`config.mk`:
```
export PLATFORM = sky130hd
export DESIGN_NAME = iowd_top
export DESIGN_NICKNAME = d
export VERILOG_FILES = /design/src/shared/iowd_pkg.sv /design/src/rtl/iowd_tick.sv /design/src/rtl/iowd_top.sv
export SDC_FILE = /design/constraint.sdc
export NUM_CORES = 1
export LEC_CHECK = 0
export BUFFER_PORTS_ARGS = -buffer_cell sky130_fd_sc_hd__buf_2
export CAP_MARGIN = 20
export CELL_PAD_IN_SITES_DETAIL_PLACEMENT = 0
export CELL_PAD_IN_SITES_GLOBAL_PLACEMENT = 1
export CORE_MARGIN = 4
export CORE_UTILIZATION = 35
export CTS_BUF_LIST = sky130_fd_sc_hd__clkbuf_2
export CTS_CLUSTER_SIZE = 25
export DETAILED_ROUTE_END_ITERATION = 16
export PLACE_DENSITY_LB_ADDON = 0.1
export RECOVER_POWER = 100
export SKIP_CTS_REPAIR_TIMING = 1
export SLEW_MARGIN = 20
export SYNTH_ARGS = -nofsm -noshare
export SYNTH_HDL_FRONTEND = slang
export SYNTH_SLANG_ARGS = --single-unit
export TNS_END_PERCENT = 100
```
`constraint.sdc`:
```
create_clock -name pclk -period 2.75 [get_ports pclk]
set_input_delay 0.55 -clock pclk [delete_from_list [all_inputs] [get_ports pclk]]
set_output_delay 0.55 -clock pclk [all_outputs]
set_load 0.02 [all_outputs]
```
`src/shared/iowd_pkg.sv`:
```
/*
 holds register offsets, field positions, reset values and timing counts
 for the isolated output supervision block.
 assumes a 50 MHz pclk and a 32-bit apb register bus.
*/
package iowd_pkg;
	// ----------------------------------------------------------------
	// register offsets (byte addresses)
	// ----------------------------------------------------------------
	localparam logic [11:0] out_lo_off = 12'h000;
	localparam logic [11:0] out_hi_off = 12'h004;
	localparam logic [11:0] in_lo_off = 12'h008;
	localparam logic [11:0] in_hi_off = 12'h00c;
	localparam logic [11:0] ctrl_off = 12'h010;
	localparam logic [11:0] interval_off = 12'h014;
	localparam logic [11:0] clear_off = 12'h018;
	localparam logic [11:0] count_off = 12'h01c;
	localparam logic [11:0] safe_lo_off = 12'h020;
	localparam logic [11:0] safe_hi_off = 12'h024;
	localparam logic [11:0] card_id_off = 12'h028;
	localparam logic [11:0] irq_stat_off = 12'h02c;
	localparam logic [11:0] irq_en_off = 12'h030;
	localparam logic [11:0] irq_clr_off = 12'h034;
	localparam logic [11:0] stat_off = 12'h038;
	// ----------------------------------------------------------------
	// field positions
	// ----------------------------------------------------------------
	localparam int ctrl_enable_bit = 0;
	localparam int stat_expired_bit = 0;
	localparam int stat_enable_bit = 1;
	localparam int irq_expire_bit = 0;
	localparam int irq_width = 1;
	localparam logic [31:0] clear_key = 32'h0000a5a5;
	// ----------------------------------------------------------------
	// reset values
	// ----------------------------------------------------------------
	localparam logic [31:0] interval_rst = 32'hffffffff;
	localparam logic [63:0] safe_rst = 64'h0000000000000000;
	// ----------------------------------------------------------------
	// timing
	// ----------------------------------------------------------------
	localparam int clk_mhz = 50;
	localparam int tick_ns = 100;
	localparam int clk_period_ns = 1000 / clk_mhz;
	localparam int tick_cycles = tick_ns / clk_period_ns;
	localparam int tick_cnt_w = 4;
endpackage

```
`src/rtl/iowd_tick.sv`:
```
/*
 holds the 100 ns tick divider for the supervision counter.
 assumes pclk at the rate set in the package; tick is a one-cycle pulse.
*/
`timescale 1ns/1ns
module iowd_tick
	import iowd_pkg::*;
(
	input wire logic pclk, // bus clock
	input wire logic presetn, // async reset, low
	input wire logic run, // count while high
	output logic tick // one pulse each tick
);
	logic [tick_cnt_w-1:0] div;
	localparam logic [tick_cnt_w-1:0] div_last = tick_cnt_w'(tick_cycles - 1);

	// divider restarts when stopped so each reload gets a full first tick
	always_ff @(posedge pclk or negedge presetn) begin
		if (!presetn) begin
			div <= '0;
			tick <= 1'b0;
		end else if (!run) begin
			div <= '0;
			tick <= 1'b0;
		end else if (div == div_last) begin
			div <= '0;
			tick <= 1'b1;
		end else begin
			div <= div + 1'b1;
			tick <= 1'b0;
		end
	end
endmodule

```
`src/rtl/iowd_top.sv`:
```
/*
 holds the output supervision block: 64 outputs, 64 inputs, apb registers,
 supervision timer with safe state, power-up and hot reset output loading,
 card identifier switch and one level interrupt.
 assumes an apb master on pclk, power-up states presented by the
 nonvolatile storage at power-up, and static jumper and switch levels.
*/
// The APB register port and the register offsets are this design's own decisions.
`timescale 1ns/1ns

// Overview of operation
// - expiry without clear forces safe outputs
// - safe state holds until disable then write
// - writes except irq enable/clear discarded after expiry until disabled
// - timeout is 32-bit count of 100 ns
// - hot reset keeps or restores outputs, jumper
// - power-up drives stored nonvolatile output states
// - 64 outputs, 64 inputs, outputs read back
// - card identifier switch readable by software
module iowd_top
	import iowd_pkg::*;
#(
	parameter int n_out = 64,
	parameter int n_in = 64,
	parameter int id_w = 4
)(
	input wire logic pclk, // bus clock
	input wire logic presetn, // power-up reset, low
	input wire logic hot_resetn, // hot system reset, low
	input wire logic psel, // apb select
	input wire logic penable, // apb enable
	input wire logic pwrite, // apb direction
	input wire logic [11:0] paddr, // apb byte address
	input wire logic [31:0] pwdata, // apb write data
	output logic [31:0] prdata, // apb read data
	output logic pready, // apb ready
	output logic pslverr, // apb error
	input wire logic [n_out-1:0] powerup_state, // stored power-up states
	input wire logic keep_on_hot_reset, // jumper: keep outputs
	input wire logic [id_w-1:0] card_identifier_switch, // dip switch
	input wire logic [n_in-1:0] field_in, // isolated inputs
	output logic [n_out-1:0] field_out, // isolated outputs
	output logic irq // level interrupt
);
	logic [n_in-1:0] in_meta, in_sync;
	logic [id_w-1:0] id_meta, id_sync;
	logic hot_meta, hot_sync, hot_prev;
	logic jp_meta, jp_sync;
	logic loaded;
	logic [n_out-1:0] out_reg, safe_reg;
	logic enable, expired, need_write;
	logic [31:0] interval, count;
	logic tick;
	logic irq_stat, irq_en;
	logic wr, acc, hot_edge, writes_ok, clr_cmd, expire_now;
	logic addr_ok;
	logic [31:0] next_rdata;

	// ----------------------------------------------------------------
	// synchronisers for pins
	// ----------------------------------------------------------------
	// first stage feeds only the second stage
	always_ff @(posedge pclk or negedge presetn) begin
		if (!presetn) begin
			in_meta <= '0;
			in_sync <= '0;
			id_meta <= '0;
			id_sync <= '0;
			hot_meta <= 1'b1;
			hot_sync <= 1'b1;
			hot_prev <= 1'b1;
			jp_meta <= 1'b0;
			jp_sync <= 1'b0;
		end else begin
			in_meta <= field_in;
			in_sync <= in_meta;
			id_meta <= card_identifier_switch;
			id_sync <= id_meta;
			hot_meta <= hot_resetn;
			hot_sync <= hot_meta;
			hot_prev <= hot_sync;
			jp_meta <= keep_on_hot_reset;
			jp_sync <= jp_meta;
		end
	end

	// hot reset acts as a synchronous event so the jumper can spare outputs
	assign hot_edge = hot_prev & ~hot_sync;

	// ----------------------------------------------------------------
	// bus decode
	// ----------------------------------------------------------------
	assign acc = psel & penable & pready;
	assign wr = acc & pwrite;
	assign writes_ok = ~expired;
	assign clr_cmd = wr & (paddr == clear_off) & (pwdata == clear_key);
	assign expire_now = enable & tick & (count == 32'h0) & ~expired;

	// ----------------------------------------------------------------
	// apb handshake
	// ----------------------------------------------------------------
	// one wait state: ready rises in the second access cycle
	always_ff @(posedge pclk or negedge presetn) begin
		if (!presetn) begin
			pready <= 1'b0;
		end else begin
			pready <= psel & penable & ~pready;
		end
	end

	// ----------------------------------------------------------------
	// power-up load flag
	// ----------------------------------------------------------------
	// states are caught after release, never in the reset branch
	always_ff @(posedge pclk or negedge presetn) begin
		if (!presetn) begin
			loaded <= 1'b0;
		end else begin
			loaded <= 1'b1;
		end
	end

	// ----------------------------------------------------------------
	// output register
	// ----------------------------------------------------------------
	always_ff @(posedge pclk or negedge presetn) begin
		if (!presetn) begin
			out_reg <= '0;
		end else if (!loaded) begin
			out_reg <= powerup_state;
		end else if (hot_edge) begin
			if (!jp_sync) begin
				out_reg <= powerup_state;
			end
		end else if (wr && writes_ok && paddr == out_lo_off) begin
			out_reg[31:0] <= pwdata;
		end else if (wr && writes_ok && paddr == out_hi_off) begin
			out_reg[63:32] <= pwdata;
		end
	end

	// ----------------------------------------------------------------
	// pin drive
	// ----------------------------------------------------------------
	// safe state wins while expired or until software rewrites outputs
	always_ff @(posedge pclk or negedge presetn) begin
		if (!presetn) begin
			field_out <= '0;
		end else if (expired || need_write) begin
			field_out <= safe_reg;
		end else begin
			field_out <= out_reg;
		end
	end

	// ----------------------------------------------------------------
	// safe state pattern
	// ----------------------------------------------------------------
	always_ff @(posedge pclk or negedge presetn) begin
		if (!presetn) begin
			safe_reg <= safe_rst;
		end else if (wr && writes_ok && paddr == safe_lo_off) begin
			safe_reg[31:0] <= pwdata;
		end else if (wr && writes_ok && paddr == safe_hi_off) begin
			safe_reg[63:32] <= pwdata;
		end
	end

	// ----------------------------------------------------------------
	// supervision control
	// ----------------------------------------------------------------
	// the enable bit can still be cleared after expiry: it is the only way out
	always_ff @(posedge pclk or negedge presetn) begin
		if (!presetn) begin
			enable <= 1'b0;
			interval <= interval_rst;
		end else begin
			if (wr && paddr == ctrl_off) begin
				if (writes_ok || !pwdata[ctrl_enable_bit]) begin
					enable <= pwdata[ctrl_enable_bit];
				end
			end
			if (wr && writes_ok && paddr == interval_off) begin
				interval <= pwdata;
			end
		end
	end

	// ----------------------------------------------------------------
	// expiry and release sequence
	// ----------------------------------------------------------------
	always_ff @(posedge pclk or negedge presetn) begin
		if (!presetn) begin
			expired <= 1'b0;
			need_write <= 1'b0;
		end else if (expire_now) begin
			expired <= 1'b1;
		end else if (expired && wr && paddr == ctrl_off &&
				!pwdata[ctrl_enable_bit]) begin
			expired <= 1'b0;
			need_write <= 1'b1;
		end else if (need_write && wr &&
				(paddr == out_lo_off || paddr == out_hi_off)) begin
			need_write <= 1'b0;
		end
	end

	// ----------------------------------------------------------------
	// supervision counter
	// ----------------------------------------------------------------
	// host must clear before the tick that finds the count at zero
	always_ff @(posedge pclk or negedge presetn) begin
		if (!presetn) begin
			count <= interval_rst;
		end else if (!enable) begin
			count <= interval;
		end else if (clr_cmd && writes_ok) begin
			count <= interval;
		end else if (tick && count != 32'h0) begin
			count <= count - 32'h1;
		end
	end

	iowd_tick u_tick (
		.pclk(pclk),
		.presetn(presetn),
		.run(enable & ~expired & ~clr_cmd),
		.tick(tick)
	);

	// ----------------------------------------------------------------
	// interrupt status and enable
	// ----------------------------------------------------------------
	// a new expiry beats a clear in the same cycle
	always_ff @(posedge pclk or negedge presetn) begin
		if (!presetn) begin
			irq_stat <= 1'b0;
			irq_en <= 1'b0;
			irq <= 1'b0;
		end else begin
			if (expire_now) begin
				irq_stat <= 1'b1;
			end else if (wr && paddr == irq_clr_off &&
					pwdata[irq_expire_bit]) begin
				irq_stat <= 1'b0;
			end
			if (wr && paddr == irq_en_off) begin
				irq_en <= pwdata[irq_expire_bit];
			end
			irq <= (irq_stat | expire_now) & irq_en;
		end
	end

	// ----------------------------------------------------------------
	// read mux
	// ----------------------------------------------------------------
	always_comb begin
		next_rdata = 32'h0;
		addr_ok = 1'b1;
		case (paddr)
			out_lo_off: next_rdata = field_out[31:0];
			out_hi_off: next_rdata = field_out[63:32];
			in_lo_off: next_rdata = in_sync[31:0];
			in_hi_off: next_rdata = in_sync[63:32];
			ctrl_off: next_rdata[ctrl_enable_bit] = enable;
			interval_off: next_rdata = interval;
			clear_off: next_rdata = 32'h0;
			count_off: next_rdata = count;
			safe_lo_off: next_rdata = safe_reg[31:0];
			safe_hi_off: next_rdata = safe_reg[63:32];
			card_id_off: next_rdata[id_w-1:0] = id_sync;
			irq_stat_off: next_rdata[irq_expire_bit] = irq_stat;
			irq_en_off: next_rdata[irq_expire_bit] = irq_en;
			irq_clr_off: next_rdata = 32'h0;
			stat_off: begin
				next_rdata[stat_expired_bit] = expired;
				next_rdata[stat_enable_bit] = enable;
			end
			default: addr_ok = 1'b0;
		endcase
	end

	// ----------------------------------------------------------------
	// read data and error
	// ----------------------------------------------------------------
	// data and error are registered in the wait cycle, valid with pready
	always_ff @(posedge pclk or negedge presetn) begin
		if (!presetn) begin
			prdata <= 32'h0;
			pslverr <= 1'b0;
		end else if (psel && penable && !pready) begin
			prdata <= pwrite ? 32'h0 : next_rdata;
			pslverr <= ~addr_ok;
		end else begin
			pslverr <= 1'b0;
		end
	end

endmodule

```
* Word level (Yosys, flattened, before mapping)
Index checks and enable logic that the tools add are counted.
Storage, ports and cells: flip-flop bits (word level) 443
Operators by class: add/subtract/negate cells 2, eq/ne operators 21, muxes and demuxes 27, bitwise operators 21, reduce and logical (&&, ||, !) cells 36
Operators with widths (count):
- 64-bit two-way mux | 4
- 32-bit two-way mux | 7
- 28-bit case mux with 8 select lines | 1
- 12-bit by 6-bit equality test with 1-bit output (second input constant) | 7
- 12-bit by 5-bit equality test with 1-bit output (second input constant) | 4
- 32-bit by 16-bit equality test with 1-bit output (second input constant) | 1
- 32-bit zero test | 1
- 32-bit nonzero test | 1
- 32-bit by 1-bit subtractor with 32-bit output (second input constant) | 1
- 12-bit by 4-bit equality test with 1-bit output (second input constant) | 2
- 1-bit logical AND | 19
- 2-bit case mux with 9 select lines | 1
- 15-bit OR reduction | 1
- 1-bit bitwise AND | 13
- 1-bit case mux with 13 select lines | 1
- 12-bit by 3-bit equality test with 1-bit output (second input constant) | 1
- 12-bit zero test | 1
- 1-bit two-way mux | 10
- 1-bit case mux with 10 select lines | 1
- 3-bit by 1-bit inequality test with 1-bit output (second input constant) | 3
- 4-bit two-way mux | 2
- 2-bit AND reduction | 4
- 1-bit NOT | 7
- 3-bit inequality test (second input constant) | 2
- other kinds (7) | 12

* Logic depth before layout (Yosys ltp)
Gate-level depths: netlist (run 1).
word-level depth 9, gate-level depth with buffers 11, gate-level depth less buffers 7

* Cells and area by module
A second synthesis (run 1) with hierarchy kept.
Unflattened totals: cells, all modules 1542, area, all modules 18408.9 um^2
By module, submodules not included:
- iowd_top | times used 1, cells an instance 1520, area each 18167.4 um^2, seq. area each 11044.3 um^2
- iowd_tick | times used 1, cells an instance 22, area each 241.5 um^2, seq. area each 125.1 um^2

* Worst setup path before layout (run 1)
No wires, ideal clock.
path kind input port to flip-flop, start input port paddr[2], end register count[10], setup time 82 ps, arrival time 2991 ps, required time 2668 ps, path slack -323 ps, stages 10, path buffers 5, path through buf_6 > or4b_1 > buf_2 > or3_1 > or4_1 > buf_2 > and2_4 > buf_6 > buf_6 > mux2_4
Between the ends: longest elaborated chain between the ends 6
RTL lines:
- start, declared | line iowd_top.sv:33 | input wire logic [11:0] paddr,
- 12-bit by 5-bit equality test with 1-bit output * | line iowd_top.sv:96 | assign clr_cmd = wr & (paddr == clear_off) & (pwdata == clear_key);
- 1-bit bitwise AND * (2 in a row) | line iowd_top.sv:96
- 1-bit logical AND * | line iowd_top.sv:217 | end else if (clr_cmd && writes_ok) begin
- 32-bit two-way mux | line iowd_top.sv:217
- 32-bit two-way mux | line iowd_top.sv:215 | end else if (!enable) begin
- end signal, assigned | line iowd_top.sv:214 | count <= interval_rst;
- end signal, assigned | line iowd_top.sv:216 | count <= interval;
- end signal, assigned | line iowd_top.sv:218 | count <= interval;
- end, declared | line iowd_top.sv:52 | logic [31:0] interval, count;
Mark *: on every way between the ends. The rest lies on a longest branch, timed or not. A chain may end at the register's enable or synchronous reset.

* Final worst setup path (run 1)
start input port pwdata[18], end register count[17]
Between the ends: longest elaborated chain between the ends 5
RTL lines:
- start, declared | line iowd_top.sv:34 | input wire logic [31:0] pwdata,
- 32-bit by 16-bit equality test with 1-bit output * | line iowd_top.sv:96
- 1-bit bitwise AND * | line iowd_top.sv:96
- 1-bit logical AND * | line iowd_top.sv:217
- 32-bit two-way mux | line iowd_top.sv:217
- 32-bit two-way mux | line iowd_top.sv:215
Marks and branches as above.

==> results_dict.tcl, run 1 <==
set metrics [dict create \
    ys_async_sr_fraction 1.00 \
    grt_max_degree 82 \
    cts_root_buf "clkbuf_2" \
    die_h_um 240 \
    core_area_sq_um 52900 \
    grt_setup_unrepaired "no" \
    avgSynthCellArea_sq_um 12.5 \
    htreeDepth 3 \
    fin_crit_ns 2.68 \
    path_common_cell "clkbuf_1" \
    clk_path_buf_depth 3 \
    instances_no_fill 3063 \
    via_count 15971 \
    cts_num_sinks 443 \
    critPathMaxStageDelay_ns 0.58 \
    critical_path_class "input port to register" \
    viasPerCell 5.21 \
    cts_tree "yes" \
    worst_pin_slew_ns 1.79 \
    reg2reg_from "count[0]$_DFFE_PN1P_" \
    drt-pass1-iter-count 5 \
    antenna_left 0 \
    antenna_found_initial 3 \
    yosys-top-cells-count "376 x dfrtp_1, 179 x mux2_2, 114 x o21ai_0, 111 x nand2_1, 110 x mux2i_1" \
    dieWidth_um 240 \
    synthCells 1502 \
    synth_seq_cells 443 \
    yosysWarnings 0 \
    r2r_slack_ns 0.18 \
    peakVddDrop_v 0.000276 \
    grt_pass1_wl_mm 105 \
    yosysSeqAreaShare 0.594 \
    nNetsFinal 2465 \
    pre_cts_slack_ns -0.378 \
    start_kind "input port" \
    postLayoutCoreUtil 0.493 \
    r2r-end "count[20]$_DFFE_PN1P_" \
    status "finished with violations" \
    powerDensity_nw_per_um2 489 \
    initial_core_util 0.356 \
    layout_setup_ws_ns 0.0721 \
    rows 84 \
    synth_top_area_share 0.500 \
    p_total_uw 12800 \
    finalHoldViolations 0 \
    placedInstanceArea_sq_um 22400 \
    relSlewSlack -0.193 \
    fin_skew_ns 0.0846 \
    endpoint_kind "register" \
    n_fill_cell 5029 \
    hp-class "input port to register" \
    syn-cell-area_sq_um 18800 \
    area_growth_pct 38.6 \
    fin_area_sq_um 26100 \
    clkSlewWorstSetupHoldPaths_ns 0.10 \
    synth_edf_count 0 \
    syn_nets 1688 \
    drc 0 \
    place_congestion 0.855 \
    overflow 0 \
    dp_hpwl_mm 53.5 \
    yosys_most_used_dff "dfrtp_1" \
    worst-path-buf-inv 4 \
    yosysTopAreaCell "dfrtp_1" \
    drv_slew 12 \
    layout-drive-gt1-share 0.338 \
    dp.cells 2554 \
    hold_depth 5 \
    finalSetupViolations 0 \
    path_cells "dlygate4sd3_1, clkbuf_1, nor4_1, clkbuf_1, nand4_1, clkbuf_1, or4_1, and2_4, mux2_1" \
    fmax_mhz 373 \
    drv_cap 1 \
    required_ns 3.80 \
    port_buffers 281 \
    num_io_pins 282 \
    crit_family "simple AND/OR/NAND/NOR gates" \
    synth.most_common_cell "dfrtp_1" \
    cts_made_buffers 115 \
    leakage_uw 0.0119 \
    wirelength_mm 74.9 \
    rr_worst_depth 7 \
    grt_pass1_vias 15791 \
    post-route-period-util 0.974 \
    crit_fanout 26 \
    hold_end "irq_stat$_DFFE_PN0P_" \
    violations "capacitance limit, slew limit" \
    drt_iter0_markers 1009 \
    track_usage 0.250 \
    dieArea_sq_um 57500 \
    cp.arrival_ns 3.73 \
    crit_slowest_cell "nor4_1" \
    synth_cell_types 71 \
    synthTopCellsByArea "dfrtp_1 50%, mux2_2 11%, dfstp_2 9.4%" \
    min_from "psel" \
    clock_latency_ns 1.20 \
    wl_per_cell_um 24.4 \
]
## worst min-delay path, cell delays in order
cell and delay [ns]:
buf_2 0.11, and4_1 0.25, nand4_1 0.10, o21ai_0 0.07, nand2_1 0.06
## worst max-delay path by stage
stage                          start                    end  slack (ns)  cells after the start
2_1_floorplan               paddr[2]  count[10]$_DFFE_PN1P_       -0.19                     10
3_3_place_gp              pwdata[18]  count[13]$_DFFE_PN1P_       -0.39                      8
3_5_place_dp              pwdata[18]   count[7]$_DFFE_PN1P_       -0.38                      9
4_1_cts        count[22]$_DFFE_PN1P_  count[29]$_DFFE_PN1P_        0.10                      5
5_1_grt        count[22]$_DFFE_PN1P_  count[10]$_DFFE_PN1P_        0.03                      7
6_report                  pwdata[18]  count[17]$_DFFE_PN1P_        0.07                      9
## where the power goes
part / switching [uW] / internal [uW]
clock network: 2780 / 1840
logic: 662 / 644
registers: 99.9 / 6740
## logic make-up after synthesis
| kind of cell | share of synthesized area |
|---|---|
| other cells | 0.000199 |
| compound gates | 0.109 |
| xor+xnor | 0.00465 |
| mux | 0.178 |
| simple gates | 0.0878 |
| flops | 0.594 |
| fa+ha+maj | 0.00200 |
| buf+inv | 0.0245 |
## layout make-up
cell class / instances / area [sq um] / share of cell area
Timing Repair Buffer: 757 / 5660 / 0.217
Clock inverter: 24 / 133 / 0.00509
Clock buffer: 182 / 911 / 0.0349
Tap cell: 688 / 861 / 0.0330
Inverter: 15 / 56.3 / 0.00216
Sequential cell: 443 / 11200 / 0.428
Multi-Input combinational cell: 947 / 7270 / 0.279
Antenna cell: 7 / 17.5 / 0.000672
## metal layers
layer | global-route usage | up-vias | share of wire
met5 | 0 | - | 0
met4 | 0.0766 | 0 | 0.032
met3 | 0.0564 | 128 | 0.054
met2 | 0.397 | 497 | 0.48
met1 | 0.345 | 8165 | 0.44
li1 | - | 7181 | -
## cell usage in the layout (no fill, tap or decap), types with 8 or more instances in the layout
master and instances:
dfrtp_1 376, clkbuf_4 10, or3_1 19, clkinv_1 18
clkbuf_1 132, a22oi_1 35, nand2_1 110, buf_2 173
a2111oi_0 8, a22o_1 14, mux2_2 179, o31ai_1 10
nand4_1 8, nor4_1 18, o22ai_1 8, nor2_1 43
clkbuf_2 193, dfstp_2 65, a21oi_1 26, a211oi_1 13
a32oi_1 9, dlygate4sd3_1 295, nand3_1 24, inv_1 15
or4_1 15, buf_4 120, xnor2_1 10, o2bb2ai_1 11
nor3_1 19, buf_12 14, o21ai_0 114, a31oi_1 12
mux2i_1 110
## per-stage QoR
| stage | TNS [ns] | hold WS, ns |
|---|---|---|
| detailed placement | -22.44 | 0.335 |
| floorplan | -3.69 | 0.254 |
| finish | 0 | 0.0489 |
| global placement | -23.67 | 0.333 |
| global route | 0 | -0.0221 |
| CTS | 0 | -0.780 |
Power figures use the tool's default switching activity.
==> run 2, diff against run 1 <==
--- a/config.mk
+++ b/config.mk
@@ -11,7 +11,7 @@
 export CELL_PAD_IN_SITES_GLOBAL_PLACEMENT = 1
 export CORE_MARGIN = 4
 export CORE_UTILIZATION = 35
-export CTS_BUF_LIST = sky130_fd_sc_hd__clkbuf_2
+export CTS_BUF_LIST = sky130_fd_sc_hd__clkbuf_16
 export CTS_CLUSTER_SIZE = 25
 export DETAILED_ROUTE_END_ITERATION = 16
 export PLACE_DENSITY_LB_ADDON = 0.1
==> run 2 against run 1 <==
Compared with the run above: the run still ends with capacitance limit, slew limit left; flip-flop and latch count did not move; critical endpoint is now prdata[29]$_DFFE_PN0P_; sequential power barely moved; sequential share of layout area rose by 4.3 points; largest power group unchanged; design area fell by 9.1%.
==> results_dict.tcl, run 2 (synthesis results as in run 1) <==
set metrics [dict create \
    clk_path_buf_depth 3 \
    start_kind "input port" \
    clkSlewWorstSetupHoldPaths_ns 0.06 \
    grt_pass1_wl_mm 104 \
    fin_crit_ns 2.63 \
    port_buffers 281 \
    place_congestion 0.855 \
    hold-worst-slack_ns 0.0421 \
    track_usage 0.247 \
    antenna_found_initial 2 \
    crit_start "paddr[9]" \
    switchingPower_uw 3470 \
    p_total_uw 14500 \
    tns_ns 0 \
    fin_area_sq_um 23700 \
    cts_made_buffers 50 \
    worst-path-buf-inv 4 \
    wl_per_cell_um 26.9 \
    drv_cap 1 \
    finalSetupViolations 0 \
    placedInstanceArea_sq_um 22400 \
    overflow 0 \
    htreeDepth 2 \
    initial_core_util 0.356 \
    fin_skew_ns 0.0149 \
    rows 84 \
    cp.arrival_ns 3.17 \
    path_cells "buf_2, or4_1, clkbuf_1, nor4_1, clkbuf_2, clkbuf_2, a32oi_1, nand3_1, a22o_1" \
    dp_hpwl_mm 53.5 \
    final_common_cell "dfrtp_1" \
    final_cell_mix "376 x dfrtp_1, 179 x mux2_2, 170 x buf_2" \
    antenna_left 0 \
    finalHoldViolations 0 \
    fmax_mhz 380 \
    core_area_sq_um 52900 \
    die_h_um 240 \
    swShare 0.240 \
    path_common_cell "clkbuf_2" \
    cts_root_buf "clkbuf_16" \
    combinationalPowerShare 0.064 \
    grt_pass1_vias 15248 \
    crit_fanout 17 \
    drc 0 \
    critical_path_class "input port to register" \
    nNetsFinal 2105 \
    peakVddDrop_v 0.000419 \
    crit_slowest_cell "or4_1" \
    powerDensity_nw_per_um2 611 \
    required_ns 3.29 \
    reg2reg_from "count[22]$_DFFE_PN1P_" \
    leakage_uw 0.0107 \
    sequentialPowerShare 0.473 \
    viasPerCell 5.38 \
    hp-class "input port to register" \
    layout-drive-gt1-share 0.350 \
    post-route-period-util 0.956 \
    num_io_pins 282 \
    postLayoutCoreUtil 0.449 \
    via_count 14246 \
    dieArea_sq_um 57500 \
    clock_latency_ns 0.61 \
    drt-pass1-iter-count 5 \
    relSlewSlack -0.142 \
    grt_max_degree 82 \
    grt_setup_unrepaired "no" \
    violations "capacitance limit, slew limit" \
    wirelength_mm 71.2 \
    crit_family "simple AND/OR/NAND/NOR gates" \
    status "finished with violations" \
    area_growth_pct 26.1 \
    p_int_uw 11000 \
    dieWidth_um 240 \
    critPathMaxStageDelay_ns 0.65 \
    drv_slew 54 \
    drt_iter0_markers 1146 \
    p_clk_frac 0.463 \
    cts_tree "yes" \
    endpoint_kind "register" \
    min_from "hot_resetn" \
    cts_num_sinks 443 \
    worst_pin_slew_ns 1.71 \
]
==> run 2: changes by cell type in the layout (fill, tap and decap cells not counted), moves of 4 or more <==
cell	previous run	this run
clkbuf_16	0	51
buf_4	120	116
inv_1	15	25
bufinv_16	1	6
clkbuf_1	132	127
clkinv_1	18	10
dlygate4sd3_1	295	1
clkinv_2	1	9
clkbuf_2	193	21
diode_2	7	2
==> run 2: final timing paths <==
path / end / slack, ns / cells after the start
setup / recovery: prdata[29]$_DFFE_PN0P_ / 0.12 / 9
hold / removal: hot_meta$_DFF_PN1_ / 0.04 / 1
setup reg to reg: count[29]$_DFFE_PN1P_ / 0.20 / 5
hold reg to reg: in_sync[8]$_DFF_PN0_ / 0.34 / 0
max in group asynchronous: safe_reg[30]$_DFFE_PN0P_ / 0.38 / 3
min in group asynchronous: in_meta[17]$_DFF_PN0_ / 0.93 / 2
==> run 2: area by class of cell <==
type / instances / area (sq um)
Clock inverter: 42 / 369
Fill cell: 5064 / 29100
Tap cell: 688 / 861
Sequential cell: 443 / 11200
Clock buffer: 51 / 1280
Antenna cell: 2 / 5.00
Timing Repair Buffer: 462 / 2720
Multi-Input combinational cell: 947 / 7270
Inverter: 15 / 56.3
==> run 2: layer usage <==
metal | track usage | vias to the layer above | wire length, um
met1 | 0.348 | 7358 | 32000
met3 | 0.0475 | 94 | 3630
met2 | 0.395 | 388 | 33600
li1 | - | 6406 | -
met5 | 0 | - | 0
met4 | 0.0665 | 0 | 1940
==> run 2: worst register-to-register path, cell delays in order (launching register included) <==
cell and delay [ns]:
dfstp_1 0.42, or4_1 0.56, or4_4 0.51, a211o_1 0.37
or4_1 0.44, a31oi_1 0.18
==> run 2: through the flow <==
| stage | setup WS, ns | instances |
|---|---|---|
| final | 0.122 | 2650 |
| after global routing | 0.0384 | 2648 |
| after CTS | 0.109 | 2647 |
| after detailed placement | -0.378 | 2554 |
| after global placement | -0.393 | 2554 |
| after floorplan | -0.185 | 1502 |
==> run 2: power groups by stage <==
stage,clock network [uW],registers (uW),logic (uW)
floorplan,0,6920,311
global placement,0,6960,957
detailed placement,0,6960,966
CTS,6850,6850,969
global route,7140,6870,1020
finish,6710,6850,934
==> run 3, diff against run 2 <==
--- a/config.mk
+++ b/config.mk
@@ -16,9 +16,11 @@
 export DETAILED_ROUTE_END_ITERATION = 16
 export PLACE_DENSITY_LB_ADDON = 0.1
 export RECOVER_POWER = 100
+export SETUP_SLACK_MARGIN = 0.1
 export SKIP_CTS_REPAIR_TIMING = 1
 export SLEW_MARGIN = 20
 export SYNTH_ARGS = -nofsm -noshare
 export SYNTH_HDL_FRONTEND = slang
+export SYNTH_HIERARCHICAL = 1
 export SYNTH_SLANG_ARGS = --single-unit
 export TNS_END_PERCENT = 100
==> run 3 against run 2 <==
Compared with the run above: the flow still finishes with violations (capacitance limit, slew limit); critical path depth stayed put; non-clock buffer count is 20 lower; maximum frequency is 0.84% higher; global-route usage is 0.10 points higher; synthesized area is 2.2% lower; die area is 2.1% lower; flip-flop and latch count stayed put; largest cell class unchanged.
==> results_dict.tcl, run 3 <==
set metrics [dict create \
    wirelength_mm 71.5 \
    via_count 14354 \
    drt_iter0_markers 1127 \
    syn-cell-area_sq_um 18400 \
    crit_family "simple AND/OR/NAND/NOR gates" \
    final_common_cell "dfrtp_1" \
    yosys_most_used_dff "dfrtp_1" \
    crit_slowest_cell "clkbuf_1" \
    yosysWarnings 6 \
    critPathMaxStageDelay_ns 0.63 \
    rr_worst_depth 7 \
    r2r_slack_ns 0.18 \
    viasPerCell 5.39 \
    worst_pin_slew_ns 1.88 \
    dieWidth_um 237 \
    fin_skew_ns 0.0121 \
    area_growth_pct 25.4 \
    grt_setup_unrepaired "no" \
    die_h_um 237 \
    drv_cap 1 \
    place_congestion 0.863 \
    fin_crit_ns 2.61 \
    yosysSeqAreaShare 0.607 \
    synth_edf_count 0 \
    wl_per_cell_um 26.9 \
    synth.most_common_cell "dfrtp_1" \
    peakVddDrop_v 0.000418 \
    p_total_uw 14300 \
    clock_latency_ns 0.58 \
    grt_pass1_vias 14708 \
    port_buffers 281 \
    ys_async_sr_fraction 1.00 \
    cts_made_buffers 49 \
    layout-drive-gt1-share 0.324 \
    finalSetupViolations 0 \
    grt_pass1_wl_mm 103 \
    avgSynthCellArea_sq_um 11.9 \
    drc 0 \
    fin_area_sq_um 23100 \
    num_io_pins 282 \
    clkSlewWorstSetupHoldPaths_ns 0.06 \
    yosysTopAreaCell "dfrtp_1" \
    fmax_mhz 384 \
    reg2reg_from "pready$_DFF_PN0_" \
    drt-pass1-iter-count 8 \
    post-route-period-util 0.948 \
    yosys-top-cells-count "376 x dfrtp_1, 175 x mux2_2, 139 x nand2_1, 110 x o21ai_0, 106 x a21oi_1" \
    cp.arrival_ns 3.12 \
    start_kind "input port" \
    final_cell_mix "376 x dfrtp_1, 173 x buf_2, 169 x mux2_2" \
    dieArea_sq_um 56300 \
    cts_root_buf "clkbuf_16" \
    placedInstanceArea_sq_um 21900 \
    powerDensity_nw_per_um2 618 \
    synth_seq_cells 443 \
    antenna_found_initial 5 \
    hp-class "input port to register" \
    antenna_left 0 \
    relSlewSlack -0.255 \
    clk_path_buf_depth 3 \
    syn_nets 1728 \
    critical_path_class "input port to register" \
    dp_hpwl_mm 54.1 \
    nNetsFinal 2126 \
    track_usage 0.248 \
    hold_depth 1 \
    crit_fanout 14 \
    cts_tree "yes" \
    finalHoldViolations 0 \
    path_cells "clkbuf_1, buf_12, nand4bb_1, or3_1, nor2_1, a31oi_1, o32ai_1, buf_4, a22o_1" \
    rows 83 \
    worst-path-buf-inv 3 \
    synth_cell_types 72 \
    hold_end "hot_meta$_DFF_PN1_" \
    drv_slew 55 \
    leakage_uw 0.0105 \
    synth_top_area_share 0.511 \
    min_from "hot_resetn" \
    status "finished with violations" \
    r2r-end "safe_reg[57]$_DFFE_PN0P_" \
    htreeDepth 2 \
    synthTopCellsByArea "dfrtp_1 51%, mux2_2 11%, dfstp_2 9.6%" \
    core_area_sq_um 51700 \
    required_ns 3.26 \
    grt_max_degree 78 \
    synthCells 1542 \
    cts_num_sinks 443 \
    endpoint_kind "register" \
    initial_core_util 0.356 \
    violations "capacitance limit, slew limit" \
    postLayoutCoreUtil 0.446 \
    overflow 0 \
]
-- run 3: cell types whose count changed after synthesis, moves of 10 or more --
| cell | delta |
|---|---|
| nor2_1 | +29 |
| nand2_1 | +28 |
| mux2_4 | -13 |
| a22oi_1 | -10 |
| a21oi_1 | +73 |
| o21ai_1 | +11 |
| and3_1 | +31 |
| mux2i_1 | -64 |
-- run 3: worst max path at each step --
stage | depth (start not counted) | to | slack [ns] | start
detailed placement | 7 | pslverr$_DFF_PN0_ | -0.20 | paddr[5]
CTS | 7 | count[31]$_DFFE_PN1P_ | 0.22 | count[14]$_DFFE_PN1P_
finish | 9 | prdata[21]$_DFFE_PN0P_ | 0.14 | paddr[3]
floorplan | 8 | prdata[23]$_DFFE_PN0P_ | 0.12 | paddr[9]
global route | 10 | out_reg[3]$_DFFE_PN0P_ | 0.07 | paddr[9]
global placement | 7 | pslverr$_DFF_PN0_ | -0.22 | paddr[5]
-- run 3: area by class of cell --
type,count,area (sq um)
inverters,13,48.8
flip-flops and latches,443,11200
well taps,680,851
multi-input cells,991,6860
clock inverters,41,314
diodes,2,5.00
repair buffers,442,2560
clock buffers,51,1280
fillers,5001,28600
-- run 3: cells by family after synthesis --
logic type	share of synthesized area
DFF	0.607
adders and majority gates	0.00204
and+or+nand+nor	0.105
AOI/OAI and AO/OA	0.122
buffers and inverters	0.0229
muxes	0.133
other	0.000204
xor gates and xnor gates	0.00809
-- run 3: per-stage QoR --
stage	std cells	hold slack [ns]	worst slack [ns]	TNS, ns
finish	2663	0.0672	0.143	0
global route	2661	0.0510	0.0696	0
CTS	2660	-0.0650	0.218	0
detailed placement	2568	0.336	-0.202	-4.77
global placement	2568	0.335	-0.220	-3.16
floorplan	1542	0.254	0.118	0
-- run 3: worst register-to-register path: cells and delay by family (launching register included) --
family | cells | cell delay [ns]
buffers and inverters | 3 | 1.25
flip-flops | 1 | 0.38
AND/OR/NAND/NOR | 3 | 0.39
multiplexers | 1 | 0.45
-- run 3: layer usage --
layer,GRT usage,vias up,wire length [um]
li1,-,6422,-
met1,0.379,7309,34300
met2,0.365,528,30700
met3,0.0498,91,4910
met4,0.0591,4,1620
met5,0,-,29
-- run 3: power breakdown --
group          switching (uW)  internal [uW]  leakage (uW)  total, uW
sequential                116           6750       0.00551       6860
clock                    2710           3820      0.000825       6530
combinational             572            301       0.00417        874
